### config.mk
export PLATFORM = sky130hd
export DESIGN_NAME = psm_fault_monitor
export DESIGN_NICKNAME = d
export VERILOG_FILES = /design/src/logic/psm_pkg.sv /design/src/logic/psm_fault_monitor.sv
export SDC_FILE = /design/constraint.sdc
export NUM_CORES = 1
export LEC_CHECK = 0
export ABC_AREA = 0
export CAP_MARGIN = 20
export CORE_MARGIN = 2
export CORE_UTILIZATION = 58
export CTS_BUF_LIST = sky130_fd_sc_hd__clkbuf_4
export CTS_CLUSTER_DIAMETER = 100
export DETAILED_ROUTE_END_ITERATION = 6
export DONT_BUFFER_PORTS = 1
export HOLD_SLACK_MARGIN = 0.03
export PLACE_DENSITY_LB_ADDON = 0.12
export SYNTH_ARGS = -nofsm -noshare
export SYNTH_HDL_FRONTEND = slang
export SYNTH_SLANG_ARGS = --single-unit
### constraint.sdc
create_clock -name clk -period 2.8 [get_ports clk]
set_clock_uncertainty 0.15 [all_clocks]
set_input_delay 0.28 -clock clk [delete_from_list [all_inputs] [get_ports clk]]
set_output_delay 0.28 -clock clk [all_outputs]
set_load 0.05 [all_outputs]
### src/logic/psm_pkg.sv
// shared constants and types of the power stage fault monitor
package psm_pkg;
   localparam int CLK_MHZ          = 50;
   localparam int FULL_STARTUP_US  = 40;
   localparam int PART_STARTUP_US  = 10;
   localparam int FULL_STARTUP_CYC = FULL_STARTUP_US * CLK_MHZ;
   localparam int PART_STARTUP_CYC = PART_STARTUP_US * CLK_MHZ;
   localparam int STARTUP_CNT_W    = 12;

   // temperature output in millivolts
   localparam logic [11:0] TEMP_ZERO_MV   = 12'h258;
   localparam logic [11:0] TEMP_SLOPE_MV  = 12'h008;
   localparam logic [11:0] FAULT_RAIL_MV  = 12'hBB8;

   localparam logic [7:0] OT_SET_RST      = 8'h8C;
   localparam logic [7:0] OT_CLEAR_RST    = 8'h7D;
   localparam logic [3:0] OC_COUNT_RST    = 4'hA;
   localparam logic [3:0] OC_RUN_RST      = 4'h3;

   localparam logic [3:0] ADDR_STATUS     = 4'h0;
   localparam logic [3:0] ADDR_TEMP       = 4'h4;
   localparam logic [3:0] ADDR_OT_THRESH  = 4'h8;
   localparam logic [3:0] ADDR_OC_LIMIT   = 4'hC;

   localparam int OT_SET_LSB   = 0;
   localparam int OT_CLEAR_LSB = 8;
   localparam int OC_COUNT_LSB = 0;
   localparam int OC_RUN_LSB   = 4;
   localparam int TEMP_MV_LSB  = 16;

   localparam int ST_OVERTEMP  = 0;
   localparam int ST_OVERCUR   = 1;
   localparam int ST_HS_SHORT  = 2;
   localparam int ST_STARTUP   = 3;
   localparam int ST_REVERSE   = 4;
   localparam int ST_HS_BLOCK  = 5;
   localparam int ST_PWR_READY = 6;
   localparam int ST_OC_CNT    = 8;

   typedef struct packed {
      logic current_limit_hit;
      logic current_below_release;
      logic hs_short_detect;
      logic vout_high_detect;
      logic reverse_current_trip;
      logic reverse_current_relaxed;
   } psm_sense_type;

   typedef struct packed {
      logic enable;
      logic pwm_high;
      logic pwm_tristate;
      logic vcc_good;
   } psm_cmd_type;

   typedef enum logic [2:0] {
      PWR_OFF   = 3'b001,
      PWR_START = 3'b010,
      PWR_READY = 3'b100
   } psm_pwr_type;
endpackage

### src/logic/psm_fault_monitor.sv
// power stage fault monitor: gate steering, fault flags, shared temperature pin
// Notes on behaviour
// RULE_01 - before power ready, pull the temperature pin strongly low
// RULE_02 - temperature pin turns into a fault flag on overcurrent, overtemp or short
// RULE_03 - no fault: pin level is 0.6 V plus 8 mV per degree
// RULE_04 - any fault drives the pin to the 3.0 V rail
// RULE_05 - pin sources strongly and sinks weakly so shared line shows hottest
// RULE_06 - protection uses internal temperature, never the shared line
// RULE_07 - over-temperature flag sets above 140 degrees
// RULE_08 - over-temperature keeps gates following pwm, no tri-state
// RULE_09 - over-temperature flag clears below 125 degrees
// RULE_10 - current limit hit turns the high-side switch off at once
// RULE_11 - high-side stays off until current falls below release level
// RULE_12 - ten overcurrent cycles without three clean ones raise the fault flag
// RULE_13 - three clean cycles in a row release the overcurrent flag
// RULE_14 - overcurrent never shuts drivers down, only trims high-side on-time
// RULE_15 - high-side short raises fault, gates keep following pwm
// RULE_16 - short flag clears when gone, on supply loss or enable toggle
// RULE_17 - high output at power-up turns low-side on until it clears
// RULE_18 - reverse current trip turns low-side off regardless of pwm
// RULE_19 - resume pwm control when reverse current relaxes to -40 A
// RULE_20 - repeat trip and resume, regulating between -40 A and -60 A
// RULE_21 - power ready after 40 us from full, 10 us from partial shutdown
// RULE_22 - high gate in phase, low gate antiphase; both low when disabled; low gate still stays on while startup_ov_ff is set
// RULE_23 - fault indication is the or of the three fault flags
// RULE_24 - controller reads fault as the pin near its high rail
`timescale 1ns/1ps
`default_nettype none
module psm_fault_monitor #(
   parameter int TEMP_W = 10
) (
   input  wire logic                  clk,
   input  wire logic                  reset,
   input  wire psm_pkg::psm_cmd_type  cmd,
   input  wire psm_pkg::psm_sense_type sense,
   input  wire logic [TEMP_W-1:0]     die_temp_c,
   input  wire logic [3:0]            avs_address,
   input  wire logic                  avs_read,
   input  wire logic                  avs_write,
   input  wire logic [31:0]           avs_writedata,
   output logic [31:0]                avs_readdata,
   output logic                       avs_waitrequest,
   output logic                       high_side_gate_drive,
   output logic                       low_side_gate_drive,
   output logic [11:0]                temp_fault_out,
   output logic                       temp_fault_source_strong,
   output logic                       temp_fault_sink_strong,
   output logic                       fault_flag,
   output logic                       power_ready
);
   import psm_pkg::*;

   if (TEMP_W < 9 || TEMP_W > 16) begin
      $error("psm_fault_monitor: TEMP_W must lie in 9..16");
   end

   psm_pwr_type              pwr_ff;
   psm_pwr_type              nxt_pwr;
   logic [STARTUP_CNT_W-1:0] start_cnt_ff;
   logic                     was_full_off_ff;
   logic                     ready_ff;

   logic                     overtemp_ff;
   logic                     overcur_ff;
   logic                     hs_short_ff;
   logic                     startup_ov_ff;
   logic                     hs_block_ff;
   logic                     reverse_block_ff;
   logic [3:0]               oc_cnt_ff;
   logic [3:0]               clean_run_ff;
   logic                     cycle_oc_ff;
   logic                     pwm_prev_ff;

   logic [7:0]               ot_set_ff;
   logic [7:0]               ot_clear_ff;
   logic [3:0]               oc_count_lim_ff;
   logic [3:0]               oc_run_lim_ff;

   logic [31:0]              readdata_ff;
   logic                     waitreq_ff;
   logic                     hs_gate_ff;
   logic                     ls_gate_ff;
   logic [11:0]              temp_out_ff;
   logic                     src_strong_ff;
   logic                     sink_strong_ff;
   logic                     fault_ff;

   logic                     cycle_start;
   logic                     drive_enabled;
   logic                     any_fault;
   logic [11:0]              temp_mv;
   logic                     bus_take;
   logic                     ready_next;

   // clamp die temperature into 0..255 degrees for the pin scale
   function automatic logic [7:0] clamp_temp(input logic [TEMP_W-1:0] t);
      logic [7:0] r;
      r = 8'h00;
      if (t[TEMP_W-1]) begin
         r = 8'h00;
      end else if (t[TEMP_W-2:0] > (TEMP_W-1)'(255)) begin
         r = 8'hFF;
      end else begin
         r = t[7:0];
      end
      return r;
   endfunction

   assign cycle_start   = cmd.pwm_high & ~pwm_prev_ff;
   assign drive_enabled = ready_ff & cmd.enable & ~cmd.pwm_tristate;
   assign any_fault     = overtemp_ff | overcur_ff | hs_short_ff; // RULE_23
   assign temp_mv       = TEMP_ZERO_MV
                          + TEMP_SLOPE_MV * {4'h0, clamp_temp(die_temp_c)}; // RULE_03
   assign bus_take      = (avs_read | avs_write) & ~waitreq_ff;
   assign ready_next    = (nxt_pwr == PWR_READY);

   // power-ready sequencing
   always_comb begin
      nxt_pwr = pwr_ff;
      case (pwr_ff)
         PWR_OFF: begin
            if (cmd.vcc_good && cmd.enable) begin
               nxt_pwr = PWR_START;
            end
         end
         PWR_START: begin
            if (!cmd.vcc_good || !cmd.enable) begin
               nxt_pwr = PWR_OFF;
            end else if ((was_full_off_ff
                          && start_cnt_ff == STARTUP_CNT_W'(FULL_STARTUP_CYC - 1))
                         || (!was_full_off_ff
                          && start_cnt_ff == STARTUP_CNT_W'(PART_STARTUP_CYC - 1))) begin
               nxt_pwr = PWR_READY; // RULE_21
            end
         end
         PWR_READY: begin
            if (!cmd.vcc_good || !cmd.enable) begin
               nxt_pwr = PWR_OFF;
            end
         end
         default: nxt_pwr = PWR_OFF;
      endcase
   end

   always_ff @(posedge clk) begin
      if (reset) begin
         pwr_ff <= PWR_OFF;
      end else begin
         pwr_ff <= nxt_pwr;
      end
   end

   always_ff @(posedge clk) begin
      if (reset) begin
         start_cnt_ff    <= '0;
         was_full_off_ff <= 1'b1;
         ready_ff        <= 1'b0;
      end else begin
         ready_ff <= (nxt_pwr == PWR_READY);
         if (pwr_ff == PWR_START) begin
            start_cnt_ff <= start_cnt_ff + STARTUP_CNT_W'(1);
         end else begin
            start_cnt_ff <= '0;
         end
         // supply loss means full restart time, enable low only partial
         if (!cmd.vcc_good) begin
            was_full_off_ff <= 1'b1;
         end else if (pwr_ff == PWR_READY) begin
            was_full_off_ff <= 1'b0;
         end
      end
   end

   // over-temperature with hysteresis on the internal reading only
   always_ff @(posedge clk) begin
      if (reset) begin
         overtemp_ff <= 1'b0;
      end else if (clamp_temp(die_temp_c) > ot_set_ff) begin // RULE_06
         overtemp_ff <= 1'b1; // RULE_07
      end else if (clamp_temp(die_temp_c) < ot_clear_ff) begin
         overtemp_ff <= 1'b0; // RULE_09
      end
   end

   // cycle-by-cycle high-side cutoff
   always_ff @(posedge clk) begin
      if (reset) begin
         hs_block_ff <= 1'b0;
      end else if (sense.current_limit_hit) begin
         hs_block_ff <= 1'b1; // RULE_10
      end else if (sense.current_below_release) begin
         hs_block_ff <= 1'b0; // RULE_11
      end
   end

   // counted overcurrent flag, judged at each pwm rising edge
   always_ff @(posedge clk) begin
      if (reset) begin
         pwm_prev_ff  <= 1'b0;
         cycle_oc_ff  <= 1'b0;
         oc_cnt_ff    <= '0;
         clean_run_ff <= '0;
         overcur_ff   <= 1'b0;
      end else begin
         pwm_prev_ff <= cmd.pwm_high;
         if (cycle_start) begin
            // a hit in the boundary cycle counts for the new cycle
            cycle_oc_ff <= sense.current_limit_hit;
            if (cycle_oc_ff) begin
               clean_run_ff <= '0;
               if (oc_cnt_ff != 4'hF) begin
                  oc_cnt_ff <= oc_cnt_ff + 4'h1;
               end
               if (oc_cnt_ff + 4'h1 >= oc_count_lim_ff) begin
                  overcur_ff <= 1'b1; // RULE_12
               end
            end else begin
               if (clean_run_ff != 4'hF) begin
                  clean_run_ff <= clean_run_ff + 4'h1;
               end
               if (clean_run_ff + 4'h1 >= oc_run_lim_ff) begin
                  oc_cnt_ff  <= '0; // RULE_12
                  overcur_ff <= 1'b0; // RULE_13
               end
            end
         end else if (sense.current_limit_hit) begin
            cycle_oc_ff <= 1'b1;
         end
      end
   end

   // short flag follows detection, dropped by supply loss or enable low
   always_ff @(posedge clk) begin
      if (reset) begin
         hs_short_ff <= 1'b0;
      end else begin
         hs_short_ff <= sense.hs_short_detect & cmd.vcc_good & cmd.enable; // RULE_16
      end
   end

   // output over-voltage watch only while powering up
   always_ff @(posedge clk) begin
      if (reset) begin
         startup_ov_ff <= 1'b0;
      end else if (!sense.vout_high_detect || !cmd.vcc_good) begin
         startup_ov_ff <= 1'b0;
      end else if (pwr_ff == PWR_START) begin
         startup_ov_ff <= 1'b1; // RULE_17
      end
   end

   // reverse current hiccup: trip at -60 A, resume at -40 A
   always_ff @(posedge clk) begin
      if (reset) begin
         reverse_block_ff <= 1'b0;
      end else if (sense.reverse_current_trip) begin
         reverse_block_ff <= 1'b1; // RULE_18
      end else if (sense.reverse_current_relaxed) begin
         reverse_block_ff <= 1'b0; // RULE_19 RULE_20
      end
   end

   // gate steering; faults never tri-state the drivers
   always_ff @(posedge clk) begin
      if (reset) begin
         hs_gate_ff <= 1'b0;
         ls_gate_ff <= 1'b0;
      end else begin
         hs_gate_ff <= drive_enabled & cmd.pwm_high & ~hs_block_ff
                       & ~sense.current_limit_hit
                       & ~startup_ov_ff; // RULE_22 RULE_10 RULE_14 RULE_08 RULE_15
         ls_gate_ff <= startup_ov_ff
                       | (drive_enabled & ~cmd.pwm_high
                          & ~sense.reverse_current_trip
                          & ~reverse_block_ff); // RULE_17 RULE_22 RULE_18 RULE_19
      end
   end

   // shared temperature-or-fault pin
   always_ff @(posedge clk) begin
      if (reset) begin
         temp_out_ff    <= '0;
         src_strong_ff  <= 1'b0;
         sink_strong_ff <= 1'b1;
         fault_ff       <= 1'b0;
      end else begin
         // next ready, so the pin drops in the same cycle as power_ready
         fault_ff <= ready_next & any_fault; // RULE_02
         if (!ready_next) begin
            temp_out_ff    <= '0; // RULE_01
            src_strong_ff  <= 1'b0;
            sink_strong_ff <= 1'b1; // RULE_01
         end else begin
            // sinking stays weak so the hottest module wins the line
            src_strong_ff  <= 1'b1; // RULE_05
            sink_strong_ff <= 1'b0; // RULE_05
            if (any_fault) begin
               temp_out_ff <= FAULT_RAIL_MV; // RULE_04 RULE_24
            end else begin
               temp_out_ff <= temp_mv; // RULE_03
            end
         end
      end
   end

   // avalon slave: one wait cycle, then the answer
   always_ff @(posedge clk) begin
      if (reset) begin
         waitreq_ff  <= 1'b1;
         readdata_ff <= '0;
      end else if (bus_take) begin
         waitreq_ff <= 1'b1;
      end else if (avs_read || avs_write) begin
         waitreq_ff  <= 1'b0;
         readdata_ff <= '0;
         if (avs_read) begin
            case (avs_address)
               ADDR_STATUS: begin
                  readdata_ff[ST_OVERTEMP]             <= overtemp_ff;
                  readdata_ff[ST_OVERCUR]              <= overcur_ff;
                  readdata_ff[ST_HS_SHORT]             <= hs_short_ff;
                  readdata_ff[ST_STARTUP]              <= startup_ov_ff;
                  readdata_ff[ST_REVERSE]              <= reverse_block_ff;
                  readdata_ff[ST_HS_BLOCK]             <= hs_block_ff;
                  readdata_ff[ST_PWR_READY]            <= ready_ff;
                  readdata_ff[ST_OC_CNT+3:ST_OC_CNT]   <= oc_cnt_ff;
               end
               ADDR_TEMP: begin
                  readdata_ff[7:0]                     <= clamp_temp(die_temp_c);
                  readdata_ff[TEMP_MV_LSB+11:TEMP_MV_LSB] <= temp_out_ff;
               end
               ADDR_OT_THRESH: begin
                  readdata_ff[OT_SET_LSB+7:OT_SET_LSB]     <= ot_set_ff;
                  readdata_ff[OT_CLEAR_LSB+7:OT_CLEAR_LSB] <= ot_clear_ff;
               end
               ADDR_OC_LIMIT: begin
                  readdata_ff[OC_COUNT_LSB+3:OC_COUNT_LSB] <= oc_count_lim_ff;
                  readdata_ff[OC_RUN_LSB+3:OC_RUN_LSB]     <= oc_run_lim_ff;
               end
               default: readdata_ff <= '0;
            endcase
         end
      end
   end

   // writable thresholds; zero limits would make the counters meaningless
   always_ff @(posedge clk) begin
      if (reset) begin
         ot_set_ff       <= OT_SET_RST;
         ot_clear_ff     <= OT_CLEAR_RST;
         oc_count_lim_ff <= OC_COUNT_RST;
         oc_run_lim_ff   <= OC_RUN_RST;
      end else if (bus_take && avs_write) begin
         case (avs_address)
            ADDR_OT_THRESH: begin
               ot_set_ff   <= avs_writedata[OT_SET_LSB+7:OT_SET_LSB];
               ot_clear_ff <= avs_writedata[OT_CLEAR_LSB+7:OT_CLEAR_LSB];
            end
            ADDR_OC_LIMIT: begin
               if (avs_writedata[OC_COUNT_LSB+3:OC_COUNT_LSB] != 4'h0) begin
                  oc_count_lim_ff <= avs_writedata[OC_COUNT_LSB+3:OC_COUNT_LSB];
               end
               if (avs_writedata[OC_RUN_LSB+3:OC_RUN_LSB] != 4'h0) begin
                  oc_run_lim_ff <= avs_writedata[OC_RUN_LSB+3:OC_RUN_LSB];
               end
            end
            default: begin
            end
         endcase
      end
   end

   assign avs_readdata             = readdata_ff;
   assign avs_waitrequest          = waitreq_ff;
   assign high_side_gate_drive     = hs_gate_ff;
   assign low_side_gate_drive      = ls_gate_ff;
   assign temp_fault_out           = temp_out_ff;
   assign temp_fault_source_strong = src_strong_ff;
   assign temp_fault_sink_strong   = sink_strong_ff;
   assign fault_flag               = fault_ff;
   assign power_ready              = ready_ff;
endmodule
`default_nettype wire

==> results.txt <==
* Layout Nets: 631
* Die outline area: 8570 um2
- Commonest cells after routing, fill and taps aside: dfxtp_1, nor2_1, dlygate4sd3_1
- Via count of the first global-routing pass: 3595
- Total of fill cells in the finished design: 625
- Most frequent standard cell in the layout excluding fill and tap cells: dfxtp_1
- After floorplanning, the core was sized to cover 7650 um2.
- The number of hold violations in the final report was 0.
- For hold timing, the worst endpoint is temp_fault_out[11].
* Final Max Slew Viols: 0
- Kind of critical path: register to register
- Once layout is done, the placed cells without fillers occupy 5210 um2.
- The worst setup path is captured at a register.
* Number of instances on the worst hold path: 4
- Synthesis produced a netlist whose cell count is 509.
- Compared with the post-synthesis result, the final layout area differs by 14.4%.
- Overall die height: 92.6 um
- Worst Min Path Start: die_temp_c[9]
* Total Routing Usage GR: 25.5%
* Async set or reset register ratio after synthesis: 0%
- Of all nets on the critical path, the largest fanout is 4.
* Number of buffers inserted during clock tree synthesis: 9
- After clock tree synthesis, the clock-pin slew on the worst setup and hold paths is 150 ps.
* Number of cells traversed by the worst register-to-register path: 5
- In this run, distinct cell masters in the synthesized netlist total 53.
* Crit path top cell by count: nor2_1
- The congestion estimate from routability-driven global placement came to 0.851.
- Once the floorplan was initialized, standard cells occupied 59.5% of the core.
- For this design, the sink count on the clock tree is 96.
- Global-route wire length before repair: 17400 um
* Overflow after GRT: 0
- Summing the sequential cell areas from Yosys gives 42.2% of the chip area.
* Buffers from clock root to sink, at most: 2
- Critical Path, Cell by Cell: nand2_1, nor2_1, a21oi_1, nor2_1, dlygate4sd3_1
- Overall via count from detail_route: 3717
- Mean instance size in the synthesized netlist: 8.94 um2
- In the final layout, the multi-input gates occupy 2380 um2.
- Drt pass-1 iters: 6
* Synthesized cell area: 4550 um2
- Pwr Density: 483 nW/um2
* Max Cap Viol: 0
- Count of boundary I/O pins: 111
- The root buffer cell chosen for the clock tree is clkbuf_4.
* Flop and latch count out of synthesis: 96
- Delay of the slowest critical-path stage: 1040 ps
* Unrepaired setup endpoints after global routing: false
- Sum of negative setup slack: 0 ps
- Power Total: 2510 uW
- Once detailed placement completed, the half-perimeter wirelength came to 7360 um.
- Count of flip-flops with a built-in enable after synthesis: 0
- Minimum setup slack among reg-to-reg paths: 510 ps
* Setup violators final: 0
* Placed instance area: 4600 um2
- In the routed design, unresolved DRC markers number 0.
- For this run, the leading register cell type out of synthesis is dfxtp_1.
- The detail route stage leaves a number of antenna-violating nets equal to 0.
- In this design, the largest share of critical-path delay is due to flip-flops.
* Quantity of I/O buffers inserted on ports: 0
* Pin count of the biggest net entering global routing: 61
* Number of violations reported at the end of detailed-routing iteration 0: 213
- Share of final-layout standard cells stronger than drive strength 1: 6.17%
* Num rows: 32
- Cell with the biggest individual delay on the critical path: dfxtp_1
- The clock reaches the later pin of the worst-skew pair after 430 ps.
* Slew @ Worst Pin: 1030 ps
- Counting both buffers and inverters, the worst setup path holds a total of 1.
- The routed design has 10500 um of wire.
* Leak pwr: 0.00208 uW
- The floorplan step set the die width to 92.6 um.
* Storage element area: 1920 um2
* R2r startpoint: power_ready
- Arr. time, crit path: 2530 ps
* Share of the cycle needed by the critical path after routing: 81.9%
- Reg-to-reg critical path endpoint: low_side_gate_drive
* Min cycle time layout: 2290 ps
- The H-tree was split into 3 levels.
- TritonCTS built the clock tree.
- The initial antenna violation count was 0.
* Worst min-delay path category: input port to register
- Once the clock tree was built, the setup fixing pass inserted 0 buffers.
- Fmax: 436 MHz
- The run finished with clean final reports.
* Routed via count divided by cell count: 5.69
- IR analysis of the VDD net gives a maximum drop of 0.257 mV.
* Data required time of the critical path: 3040 ps
* YS warnings: 0
- 0 antenna diodes ended up in the layout.
- In this run the tightest slew margin relative to its limit is 31.0%.
- Wire length per cell after detailed routing: 16.1 um
- The worst setup path is launched from a register.
==> metrics by stage <==
| stage | util (%) | cells | worst slack (ps) | hold WS, ps |
|---|---|---|---|---|
| global route | 68.1 | 653 | 339 | 60.8 |
| detailed placement | 60.1 | 594 | 682 | 210 |
| finish | 68.1 | 653 | 508 | 58.7 |
| floorplan | - | 518 | 569 | 202 |
| CTS | 68.1 | 653 | 487 | 31.2 |
| global placement | 60.1 | 594 | 733 | 208 |
==> layer usage <==
| metal | vias up | global-route usage [%] | part of all wire (%) |
|---|---|---|---|
| met5 | - | 0 | 0 |
| met2 | 112 | 41.5 | 47 |
| met3 | 17 | 5.29 | 6.9 |
| met1 | 1731 | 33.2 | 43 |
| li1 | 1857 | - | - |
| met4 | 0 | 10.3 | 2.5 |
==> kinds of logic after synthesis <==
kind of cell | after synthesis | synth area share (%)
AO/OA/AOI/OAI | 110 | 16.4
XOR/XNOR | 22 | 4.23
adder cells (fa/ha/maj) | 26 | 7.09
buffers and inverters | 62 | 6.43
flip-flops | 96 | 42.2
multiplexers | 13 | 4.78
other | 1 | 0.0824
AND/OR/NAND/NOR | 179 | 18.8
==> worst max-delay path by stage <==
stage | endpoint | startpoint | cells past startpoint | slack [ps]
2_1_floorplan | overtemp_ff | die_temp_c[8] | 9 | 570
3_3_place_gp | overtemp_ff | die_temp_c[8] | 8 | 730
3_5_place_dp | overtemp_ff | die_temp_c[8] | 8 | 680
4_1_cts | low_side_gate_drive | power_ready | 5 | 490
5_1_grt | low_side_gate_drive | power_ready | 5 | 340
6_report | low_side_gate_drive | power_ready | 5 | 510
==> flip-flops by register name, indices dropped and copies added, names as in the netlist, 3 cells and up <==
signal	cells
oc_cnt_ff	4
oc_run_lim_ff	4
oc_count_lim_ff	4
clean_run_ff	4
ot_set_ff	8
pwr_ff	3
avs_readdata	25
start_cnt_ff	12
temp_fault_out	9
ot_clear_ff	8
==> cell type report <==
cell class                      instances  area share (%)
Multi-Input combinational cell        360            45.8
Clock buffer                            9            1.30
Inverter                               29            2.09
Timing Repair Buffer                   50            9.61
Sequential cell                        96            36.9
Clock inverter                          7            1.83
Tap cell                              102            2.45
==> repair_timing <==
item / CTS / global route
endpoints found under the hold margin: 78 / 0
hold buffers: 43 / 0
resized for setup: 0 / 0
==> cells in the mapped netlist, types with 3 or more instances <==
cell / instances / area share (%)
buf_4: 11 / 1.8
ha_1: 25 / 6.9
xnor2_1: 10 / 1.9
nand4_1: 5 / 0.69
a222oi_1: 4 / 0.88
nand2_1: 27 / 2.2
buf_2: 3 / 0.33
mux4_2: 7 / 3.5
clkbuf_1: 13 / 1.1
a22oi_1: 16 / 2.6
nor3_1: 8 / 0.88
mux2i_1: 6 / 1.3
nor3b_1: 3 / 0.49
nor2_1: 87 / 7.2
or3_1: 3 / 0.41
nand3b_1: 5 / 0.82
dfxtp_1: 96 / 42
a211oi_1: 10 / 1.6
nand3_1: 15 / 1.6
nand2b_1: 8 / 1.1
buf_1: 4 / 0.33
a22o_1: 7 / 1.3
inv_1: 29 / 2.4
xor2_1: 12 / 2.3
o21ai_0: 17 / 1.9
a21oi_1: 30 / 3.3
and3_1: 3 / 0.41
nor2b_1: 5 / 0.69
a211o_1: 9 / 1.7
==> worst min-delay path: cells and delay by family <==
family                 cells  cell delay, ps
AND/OR/NAND/NOR            1              20
AO/OA/AOI/OAI              2             140
buffers and inverters      1             150
==> report_power, final <==
group          internal (uW)  leakage (uW)  total, uW  switching, uW
clock                    365     0.0000879        825            460
sequential              1380      0.000776       1410           27.5
combinational            119       0.00121        280            161
total                   1870       0.00208       2510            649
(Power assumes the default switching activity.)
